[src/logic/i2cms_map.svh]
// Constants of the two-wire master start and receive block
`ifndef I2CMS_MAP_SVH
`define I2CMS_MAP_SVH
`define I2CMS_BIT_START    0
`define I2CMS_BIT_RECEIVE  3
`define I2CMS_BIT_ACK      4
`define I2CMS_CTL2_W       5
`define I2CMS_BRG_W        7
`define I2CMS_BITS         4'h8
`define I2CMS_DATA_W       8
`define I2CMS_FIFO_DEPTH   8
`define I2CMS_CLR_BCL      0
`define I2CMS_CLR_WRITE_COLLISION_FLAG     1
`define I2CMS_CLR_PIF      2
`define I2CMS_CLR_OV       3
`define I2CMS_RESET_BYTE   8'h00
`endif

[src/logic/i2cms_pkg.sv]
// Types of the two-wire master start and receive block
package i2cms_pkg;
   typedef enum logic [2:0] {
      ST_IDLE  = 3'b000,
      ST_SETUP = 3'b001,
      ST_HOLD  = 3'b010,
      ST_RX    = 3'b011,
      ST_DONE  = 3'b100
   } i2cms_state_e;
   typedef struct packed {
      logic receive_overflow_flag;
      logic port_interrupt_flag;
      logic buffer_full_flag;
      logic write_collision_flag;
      logic bus_collision_flag;
      logic start_seen;
   } i2cms_status_s;
   typedef struct packed {
      logic ack_sequence_request;
      logic receive_request_bit;
      logic start_request_bit;
   } i2cms_ctl_s;
endpackage : i2cms_pkg

[src/logic/i2cms_top.sv]
// Two-wire bus master: start generation, byte reception and receive FIFO
`timescale 1ns/10ps
`default_nettype none
`include "i2cms_map.svh"

// Receive FIFO, flip-flop storage
module i2cms_fifo #(
   parameter int W = 8,
   parameter int D = 8
) (
   input  wire logic         clk,       // Clock
   input  wire logic         rst_n,     // Sync reset, active low
   input  wire logic [W-1:0] in_data,   // Write data
   input  wire logic         in_valid,  // Write request
   output logic              in_ready,  // Room available
   output logic [W-1:0]      out_data,  // Head word
   output logic              out_valid, // Head word valid
   input  wire logic         out_ready  // Drain accepts
);
   localparam int AW = (D > 1) ? $clog2(D) : 1;
   logic [W-1:0]  mem_reg [D];
   logic [AW-1:0] wr_reg;
   logic [AW-1:0] rd_reg;
   logic [AW:0]   cnt_reg;
   logic          push;
   logic          pop;

   function automatic logic [AW-1:0] bump(input logic [AW-1:0] p);
      bump = (p == AW'(D - 1)) ? '0 : p + 1'b1;
   endfunction : bump

   // Handshakes and flags from the count
   assign push      = in_valid && in_ready;
   assign pop       = out_valid && out_ready;
   assign in_ready  = (cnt_reg != (AW+1)'(D));
   assign out_valid = (cnt_reg != '0);
   assign out_data  = mem_reg[rd_reg];

   // Storage write
   always_ff @(posedge clk) begin
      if (push) begin
         mem_reg[wr_reg] <= in_data;
      end
   end

   // Pointers and fill count
   always_ff @(posedge clk) begin
      if (!rst_n) begin
         wr_reg  <= '0;
         rd_reg  <= '0;
         cnt_reg <= '0;
      end else begin
         if (push) begin
            wr_reg <= bump(wr_reg);
         end
         if (pop) begin
            rd_reg <= bump(rd_reg);
         end
         cnt_reg <= cnt_reg + (AW+1)'(push) - (AW+1)'(pop);
      end
   end
endmodule : i2cms_fifo

// Master core
module i2cms_top #(
   parameter int FIFO_DEPTH = `I2CMS_FIFO_DEPTH
) (
   input  wire logic                      clk,          // 10 MHz clock
   input  wire logic                      rst_n,        // Sync reset, active low
   input  wire logic                      scl_i,        // SCL pin level
   output logic                           scl_o,        // SCL drive value
   output logic                           scl_oe_n,     // SCL drive, low = driven
   input  wire logic                      sda_i,        // SDA pin level
   output logic                           sda_o,        // SDA drive value
   output logic                           sda_oe_n,     // SDA drive, low = driven
   input  wire logic [`I2CMS_BRG_W-1:0]   baud_reload_value, // Baud reload
   input  wire logic                      ctl2_wr,      // Control two write pulse
   input  wire logic [`I2CMS_CTL2_W-1:0]  ctl2_wdata,   // Control two write data
   output i2cms_pkg::i2cms_ctl_s          ctl2,         // Control two bits
   input  wire logic                      buf_wr,       // Data buffer write pulse
   input  wire logic [`I2CMS_DATA_W-1:0]  buf_wdata,    // Data buffer write data
   input  wire logic                      buf_rd,       // Data buffer read pulse
   output logic [`I2CMS_DATA_W-1:0]       port_data_buffer, // Data buffer
   input  wire logic [3:0]                flag_clr,     // Flag clear pulses
   output i2cms_pkg::i2cms_status_s       port_status_reg,  // Status flags
   output logic                           port_idle,    // Port idle
   output logic [`I2CMS_DATA_W-1:0]       rx_data,      // Stream byte
   output logic                           rx_valid,     // Stream byte valid
   input  wire logic                      rx_ready      // Stream accept
);
   i2cms_pkg::i2cms_state_e   state_reg;
   logic [2:0]                scl_sync_reg;
   logic [2:0]                sda_sync_reg;
   logic                      scl_f_reg;
   logic                      sda_f_reg;
   logic                      scl_f_d_reg;
   logic [`I2CMS_BRG_W-1:0]   brg_reg;
   logic                      brg_run_reg;
   logic [3:0]                fall_reg;
   logic [`I2CMS_DATA_W-1:0]  port_shift_register;
   logic                      expire;
   logic                      scl_rise;
   logic                      in_start;
   logic                      bus_free;
   logic                      bus_low;
   logic                      rx_begin;
   logic                      ev_bcl;
   logic                      ev_write_collision_flag;
   logic                      ev_byte;
   logic                      fifo_ready;

   // Pin inputs: three stages, a change counts when stages two and three agree
   always_ff @(posedge clk) begin
      if (!rst_n) begin
         scl_sync_reg <= 3'h7;
         sda_sync_reg <= 3'h7;
         scl_f_reg    <= 1'b1;
         sda_f_reg    <= 1'b1;
         scl_f_d_reg  <= 1'b1;
      end else begin
         scl_sync_reg <= {scl_sync_reg[1:0], scl_i};
         sda_sync_reg <= {sda_sync_reg[1:0], sda_i};
         if (scl_sync_reg[1] == scl_sync_reg[2]) begin
            scl_f_reg <= scl_sync_reg[2];
         end
         if (sda_sync_reg[1] == sda_sync_reg[2]) begin
            sda_f_reg <= sda_sync_reg[2];
         end
         scl_f_d_reg <= scl_f_reg;
      end
   end

   // Decoded conditions
   assign expire   = brg_run_reg && (brg_reg == '0);
   assign scl_rise = scl_f_reg && !scl_f_d_reg;
   assign in_start = (state_reg == i2cms_pkg::ST_SETUP) || (state_reg == i2cms_pkg::ST_HOLD)
                     || ctl2.start_request_bit; // Pending start counts as running
   assign bus_free = scl_f_reg && sda_f_reg;
   assign bus_low  = !scl_f_reg && !sda_f_reg;
   assign rx_begin = (state_reg == i2cms_pkg::ST_IDLE) && !ctl2.start_request_bit
                     && ctl2_wr && ctl2_wdata[`I2CMS_BIT_RECEIVE];
   assign ev_byte  = (state_reg == i2cms_pkg::ST_DONE) && fifo_ready;
   assign ev_write_collision_flag  = buf_wr && (in_start || state_reg == i2cms_pkg::ST_RX);
   assign ev_bcl   = (state_reg == i2cms_pkg::ST_IDLE && ctl2.start_request_bit && bus_low)
                     || (state_reg == i2cms_pkg::ST_SETUP && (!scl_f_reg
                     || (expire && !sda_f_reg)));

   // Sequencer
   always_ff @(posedge clk) begin
      if (!rst_n) begin
         state_reg <= i2cms_pkg::ST_IDLE;
      end else begin
         case (state_reg)
            i2cms_pkg::ST_IDLE: begin
               if (ctl2.start_request_bit && bus_free) begin
                  state_reg <= i2cms_pkg::ST_SETUP;
               end else if (rx_begin) begin
                  state_reg <= i2cms_pkg::ST_RX;
               end
            end
            i2cms_pkg::ST_SETUP: begin
               if (ev_bcl) begin
                  state_reg <= i2cms_pkg::ST_IDLE;
               end else if (expire) begin
                  state_reg <= i2cms_pkg::ST_HOLD;
               end
            end
            i2cms_pkg::ST_HOLD: begin
               if (expire) begin
                  state_reg <= i2cms_pkg::ST_IDLE;
               end
            end
            i2cms_pkg::ST_RX: begin
               if (expire && scl_o && fall_reg == `I2CMS_BITS - 4'h1) begin
                  state_reg <= i2cms_pkg::ST_DONE;
               end
            end
            i2cms_pkg::ST_DONE: begin
               if (fifo_ready) begin
                  state_reg <= i2cms_pkg::ST_IDLE;
               end
            end
            default: begin
               state_reg <= i2cms_pkg::ST_IDLE;
            end
         endcase
      end
   end

   // Baud rate generator: reload, count down, halt
   always_ff @(posedge clk) begin
      if (!rst_n) begin
         brg_reg     <= '0;
         brg_run_reg <= 1'b0;
      end else if ((state_reg == i2cms_pkg::ST_IDLE && ctl2.start_request_bit && bus_free)
                   || rx_begin) begin
         brg_reg     <= baud_reload_value;
         brg_run_reg <= 1'b1;
      end else if (ev_bcl || (expire && state_reg == i2cms_pkg::ST_HOLD)
                   || state_reg == i2cms_pkg::ST_DONE || state_reg == i2cms_pkg::ST_IDLE) begin
         brg_run_reg <= 1'b0;
      end else if (expire) begin
         brg_reg <= baud_reload_value;
         if (state_reg == i2cms_pkg::ST_RX && fall_reg == `I2CMS_BITS - 4'h1 && scl_o) begin
            brg_run_reg <= 1'b0;
         end
      end else if (brg_run_reg) begin
         brg_reg <= brg_reg - 1'b1;
      end
   end

   // Bus drive: SCL toggles on rollover in receive, SDA low for start
   always_ff @(posedge clk) begin
      if (!rst_n) begin
         scl_o    <= 1'b1;
         scl_oe_n <= 1'b1;
         sda_o    <= 1'b1;
         sda_oe_n <= 1'b1;
      end else begin
         if (state_reg == i2cms_pkg::ST_SETUP && expire && !ev_bcl) begin
            sda_o    <= 1'b0;
            sda_oe_n <= 1'b0;
         end else if (rx_begin) begin
            sda_o    <= 1'b1; // Slave owns SDA while receiving
            sda_oe_n <= 1'b1;
         end
         if (rx_begin) begin
            scl_o    <= 1'b0;
            scl_oe_n <= 1'b0;
         end else if (state_reg == i2cms_pkg::ST_RX && expire) begin
            scl_o    <= !scl_o;
            scl_oe_n <= !scl_o; // Release for high, drive for low
         end
      end
   end

   // Falling edge count and MSB-first shift on generated rising SCL
   always_ff @(posedge clk) begin
      if (!rst_n) begin
         fall_reg            <= 4'h0;
         port_shift_register <= `I2CMS_RESET_BYTE;
      end else begin
         if (rx_begin) begin
            fall_reg <= 4'h0;
         end else if (state_reg == i2cms_pkg::ST_RX && expire && scl_o) begin
            fall_reg <= fall_reg + 4'h1;
         end
         if (state_reg == i2cms_pkg::ST_RX && scl_o && scl_rise) begin
            port_shift_register <= {port_shift_register[`I2CMS_DATA_W-2:0], sda_f_reg};
         end
      end
   end

   // Control two bits
   always_ff @(posedge clk) begin
      if (!rst_n) begin
         ctl2 <= '0;
      end else begin
         if (ctl2_wr && !in_start && state_reg != i2cms_pkg::ST_RX
             && state_reg != i2cms_pkg::ST_DONE) begin
            ctl2.start_request_bit    <= ctl2_wdata[`I2CMS_BIT_START] && !rx_begin;
            ctl2.receive_request_bit  <= rx_begin;
            ctl2.ack_sequence_request <= ctl2_wdata[`I2CMS_BIT_ACK];
         end
         if (ev_bcl || (state_reg == i2cms_pkg::ST_HOLD && expire)) begin
            ctl2.start_request_bit <= 1'b0;
         end
         if (ev_byte) begin
            ctl2.receive_request_bit <= 1'b0;
         end
      end
   end

   // Data buffer: refused writes during start and while shifting in ST_RX
   always_ff @(posedge clk) begin
      if (!rst_n) begin
         port_data_buffer <= `I2CMS_RESET_BYTE;
      end else if (ev_byte) begin
         port_data_buffer <= port_shift_register;
      end else if (buf_wr && !ev_write_collision_flag) begin
         port_data_buffer <= buf_wdata;
      end
   end

   // Status flags; a set wins over a clear in the same cycle, except that a collision clears start_seen over its set
   always_ff @(posedge clk) begin
      if (!rst_n) begin
         port_status_reg <= '0;
      end else begin
         if (ev_bcl) begin
            port_status_reg.bus_collision_flag <= 1'b1;
            port_status_reg.start_seen         <= 1'b0;
         end else begin
            if (flag_clr[`I2CMS_CLR_BCL]) begin
               port_status_reg.bus_collision_flag <= 1'b0;
            end
            if (state_reg == i2cms_pkg::ST_SETUP && expire) begin
               port_status_reg.start_seen <= 1'b1;
            end
         end
         if (ev_write_collision_flag) begin
            port_status_reg.write_collision_flag <= 1'b1;
         end else if (flag_clr[`I2CMS_CLR_WRITE_COLLISION_FLAG]) begin
            port_status_reg.write_collision_flag <= 1'b0;
         end
         if (ev_byte) begin
            port_status_reg.port_interrupt_flag <= 1'b1;
            port_status_reg.buffer_full_flag    <= 1'b1;
         end else begin
            if (flag_clr[`I2CMS_CLR_PIF]) begin
               port_status_reg.port_interrupt_flag <= 1'b0;
            end
            if (buf_rd) begin
               port_status_reg.buffer_full_flag <= 1'b0;
            end
         end
         if (ev_byte && port_status_reg.buffer_full_flag) begin
            port_status_reg.receive_overflow_flag <= 1'b1;
         end else if (flag_clr[`I2CMS_CLR_OV]) begin
            port_status_reg.receive_overflow_flag <= 1'b0;
         end
      end
   end

   // Idle indicator
   always_ff @(posedge clk) begin
      if (!rst_n) begin
         port_idle <= 1'b1;
      end else begin
         port_idle <= (state_reg == i2cms_pkg::ST_IDLE) && !rx_begin
                      && !(ctl2.start_request_bit && bus_free);
      end
   end

   // Received bytes also stream out; a full FIFO stalls the hand-off
   i2cms_fifo #(
      .W (`I2CMS_DATA_W),
      .D (FIFO_DEPTH)
   ) u_fifo (
      .clk       (clk),
      .rst_n     (rst_n),
      .in_data   (port_shift_register),
      .in_valid  (state_reg == i2cms_pkg::ST_DONE),
      .in_ready  (fifo_ready),
      .out_data  (rx_data),
      .out_valid (rx_valid),
      .out_ready (rx_ready)
   );
endmodule : i2cms_top
`default_nettype wire

[config.mk]
export PLATFORM = sky130hd
export DESIGN_NAME = i2cms_top
export DESIGN_NICKNAME = d
export VERILOG_FILES = /design/src/logic/i2cms_pkg.sv /design/src/logic/i2cms_top.sv
export VERILOG_INCLUDE_DIRS = /design/src /design/src/logic
export SDC_FILE = /design/constraint.sdc
export NUM_CORES = 1
export LEC_CHECK = 0
export ABC_AREA = 1
export ABC_CLOCK_PERIOD_IN_PS = 2880
export BUFFER_PORTS_ARGS = -buffer_cell sky130_fd_sc_hd__buf_2
export CORE_MARGIN = 10
export CORE_UTILIZATION = 47
export DETAILED_ROUTE_END_ITERATION = 7
export PLACE_DENSITY_LB_ADDON = 0.1
export SKIP_LAST_GASP = 1
export SLEW_MARGIN = 15
export SYNTH_ARGS = -nofsm -noshare
export SYNTH_HDL_FRONTEND = slang
export SYNTH_SLANG_ARGS = --single-unit
export TNS_END_PERCENT = 10
[constraint.sdc]
create_clock -name clk -period 2.88 [get_ports clk]
set_clock_uncertainty 0.15 [all_clocks]
set_input_delay 0.288 -clock clk [delete_from_list [all_inputs] [get_ports clk]]
set_output_delay 0.288 -clock clk [all_outputs]
set_load 0.1 [all_outputs]
==> metrics <==
outcome finished clean; max-capacitance violation count 0; Num CTS Buffers 17; synthesized instance count 587; buffers inserted during post-CTS setup optimization 0; count of cells along the worst hold path 3; leading area contributor after synthesis edfxtp_1; f_max 374 MHz; Syn. warnings 0; total wire length 12600 um; pre-CTS setup slack 379 ps; boundary pin count 63; count of unique library cells instantiated by Yosys 41; remaining routing DRC violations 0; launching point of the worst reg2reg path u_fifo.cnt_reg[2]; worst vdd ir 1.15 mV; cell class contributing the biggest share of worst-path delay buffers and inverters; kind of critical path reg -> out; count of final setup violators 0; CP Cell Sequence inv_1 -> buf_4 -> nor2_1 -> o22ai_1 -> nor2_1 -> a31oi_1 -> buf_2; count of state elements after synthesis 129; gr usage total 15.7%; share of cells above drive strength 1 20.1%; Horiz. Die Dim 128 um; part of the power in registers 32.4%; final hold viol count 0; Psw 0.00286 W; final-stage net count 723; CTS tree built; Worst slew margin 61.4%; worst path buffer plus inverter count 3; internal power of the cells 0.00407 W; cell with the most instances on the worst path nor2_1; # H-tree levels 4; count of pins over their slew limit 0; Die ar. 16500 um^2; post-synthesis instance area 5520 um^2; floorplan core area 11500 um^2; slowest stage delay, CP 480 ps; detailed router's first-iteration violation count 310; crit path max fanout 22; startpoint types flip-flop; largest cells by area after synthesis edfxtp_1 35%, dfxtp_1 24%, nor2_1 7.8%, o21ai_0 5.9%, nand2_1 5.4%; share of total power in the clock network 29.1%; maximum number of pins on one net before global-route repair 43; via count of the first global-routing pass 4209; Fin Hold WS 18.5 ps; Worst Reg-to-Reg Cells 9; clk_lat worst skew 410 ps; dpl cell area 6010 um^2; endpoint class of the critical path output pin; Area Overhead vs Synth 22.4%; total nets after synthesis 633; Static Leak 2.97 nW; Final Cycle Share 92.9%; initial cell density of the core 48.1%; proportion of power drawn by combinational gates 38.6%; clk buf depth 2; average detailed-routed wire length per instance 15.1 um; final weighted congestion in routability-driven placement 0.803; clock transition at the register clock pins on the worst setup and hold paths after CTS 50 ps; Layout Utilization 58.9%; Port Buffers 60; area share of the leading cell type in the synthesized netlist 34.8%; hold path endpoint port_status_reg[2]; root buffer cell clkbuf_16; Worst Slack Setup Final 205 ps; terminus of the critical flop-to-flop path u_fifo.mem_reg[7][1]; final HPWL from detailed placement 8280 um; routed via count divided by cell count 5.11; crit path max-delay cell type buf_2; Die Y-Extent 128 um; global-route congestion overflow total 0; Arr. time, crit path 2240 ps; switching power as a share of total power 41.3%; antenna violations before repair 2; worst min-delay path category in -> reg; Pwr Density 1030 nW/um^2; required time reported for the critical path endpoint 2440 ps; summed area of non-filler cells in the final layout 6750 um^2; transition time at the pin with the least slew margin 578 ps; Worst Hold Launch buf_wr; Final min period 2670 ps; flip-flop count of the largest register after layout 64; row cnt 39; setup repair after global routing missed its margin no; first-pass GRT wire length 20400 um; count of vias placed by the detailed router 4271; antenna-violating nets left 0; share of the yosys chip area belonging to registers 58.4%; reg-to-reg setup timing slack 430 ps; sink count of the clock tree 129; Syn Area/Cell 9.40 um^2; total iterations of the first detailed-routing run 4
-- logic make-up (layout without fill, tap and decap cells) --
group	after synthesis	in the layout	share of synthesized area, %
buffers and inverters	67	170	5.17
other	0	2	0
and+or+nand+nor	252	252	20.6
DFF	129	129	58.4
adders and majority gates	14	14	3.31
xor gates and xnor gates	4	4	0.635
AOI/OAI and AO/OA	121	121	11.9
-- worst reg2reg max path: stages, from the launching register on --
cell	delay (ps)
dfxtp_1	300
inv_1	60
ha_1	190
nor3b_1	160
nor2_2	460
inv_2	280
nor2_1	150
inv_1	90
nor2_1	90
buf_4	190
-- metal layers --
metal | up-vias | track usage (%) | routed length (um)
li1 | 2161 | - | -
met1 | 1998 | 17.1 | 5290
met2 | 85 | 27.3 | 6380
met3 | 27 | 4.67 | 533
met4 | 0 | 7.88 | 380
met5 | - | 0 | 0
-- metrics by stage --
stage,std cells,power (W),setup TNS (ps)
2_1_floorplan,587,0.00445,-823
3_3_place_gp,784,0.00489,0
3_5_place_dp,784,0.00493,0
4_1_cts,833,0.00699,0
5_1_grt,835,0.00734,0
6_report,835,0.00693,0
-- power groups by stage --
stage | clock (W) | combinational (W) | sequential [W]
6_report | 0.00201 | 0.00267 | 0.00224
5_1_grt | 0.00215 | 0.00292 | 0.00227
4_1_cts | 0.00206 | 0.00269 | 0.00224
3_5_place_dp | 0 | 0.00266 | 0.00228
3_3_place_gp | 0 | 0.00262 | 0.00227
2_1_floorplan | 0 | 0.00184 | 0.00260
-- Yosys cell counts (all sizes together) --
cell and number:
inv 47, clkbuf 11, nor2 124, and3 1, dfxtp 65, fa 1
nand3b 2, nand3 19, ha 13, a31oi 16, o22ai 8, o211a 1
a41oi 1, edfxtp 64, or2 7, xor2 2, nor3b 1, nand2 92
xnor2 2, nand4 1, o21ai 68, o21a 1, o31ai 1, nor3 5
o21bai 1, a21oi 24, buf 9
-- repair_timing --
action                                  CTS  global route
gates resized for setup                   1             2
endpoints found under the hold margin    17             0
cloned                                    0             0
pin swaps                                 0             0
endpoints found under the setup margin    3             3
hold buffers                             17             0
-- worst max path at each step --
stage | startpoint | end | cells after the start
3_5_place_dp | flip-flop | rx_data[5] | 6
6_report | flip-flop | rx_data[0] | 7
5_1_grt | flip-flop | rx_data[0] | 6
2_1_floorplan | flip-flop | rx_data[0] | 5
4_1_cts | flip-flop | rx_data[5] | 6
3_3_place_gp | u_fifo.cnt_reg[2] | u_fifo.mem_reg[7][1] | 9
-- cells in the final DEF (no fill, tap or decap), types with 3 or more instances in the layout --
| cell type | count |
|---|---|
| nor2_2 | 7 |
| nand3_1 | 17 |
| o22ai_1 | 8 |
| nor3_1 | 4 |
| edfxtp_1 | 64 |
| or2_2 | 6 |
| clkinv_1 | 5 |
| buf_2 | 58 |
| o21ai_0 | 65 |
| nor2_1 | 114 |
| clkbuf_16 | 17 |
| clkbuf_1 | 4 |
| a21oi_1 | 24 |
| dlygate4sd3_1 | 17 |
| inv_1 | 40 |
| buf_4 | 14 |
| nand2_4 | 5 |
| nand2_2 | 7 |
| nand2_1 | 80 |
| nor2_4 | 3 |
| ha_1 | 13 |
| inv_2 | 6 |
| a31oi_1 | 16 |
| dfxtp_1 | 63 |
-- final cells by class --
class | instances | area [um^2]
well taps | 143 | 179
multi-input cells | 391 | 2010
clock inverters | 9 | 88.8
fillers | 1001 | 4720
inverters | 47 | 179
repair buffers | 91 | 593
clock buffers | 23 | 468
flip-flops and latches | 129 | 3230
diodes | 2 | 5.00
No activity file was read; power rests on OpenSTA's default activity.
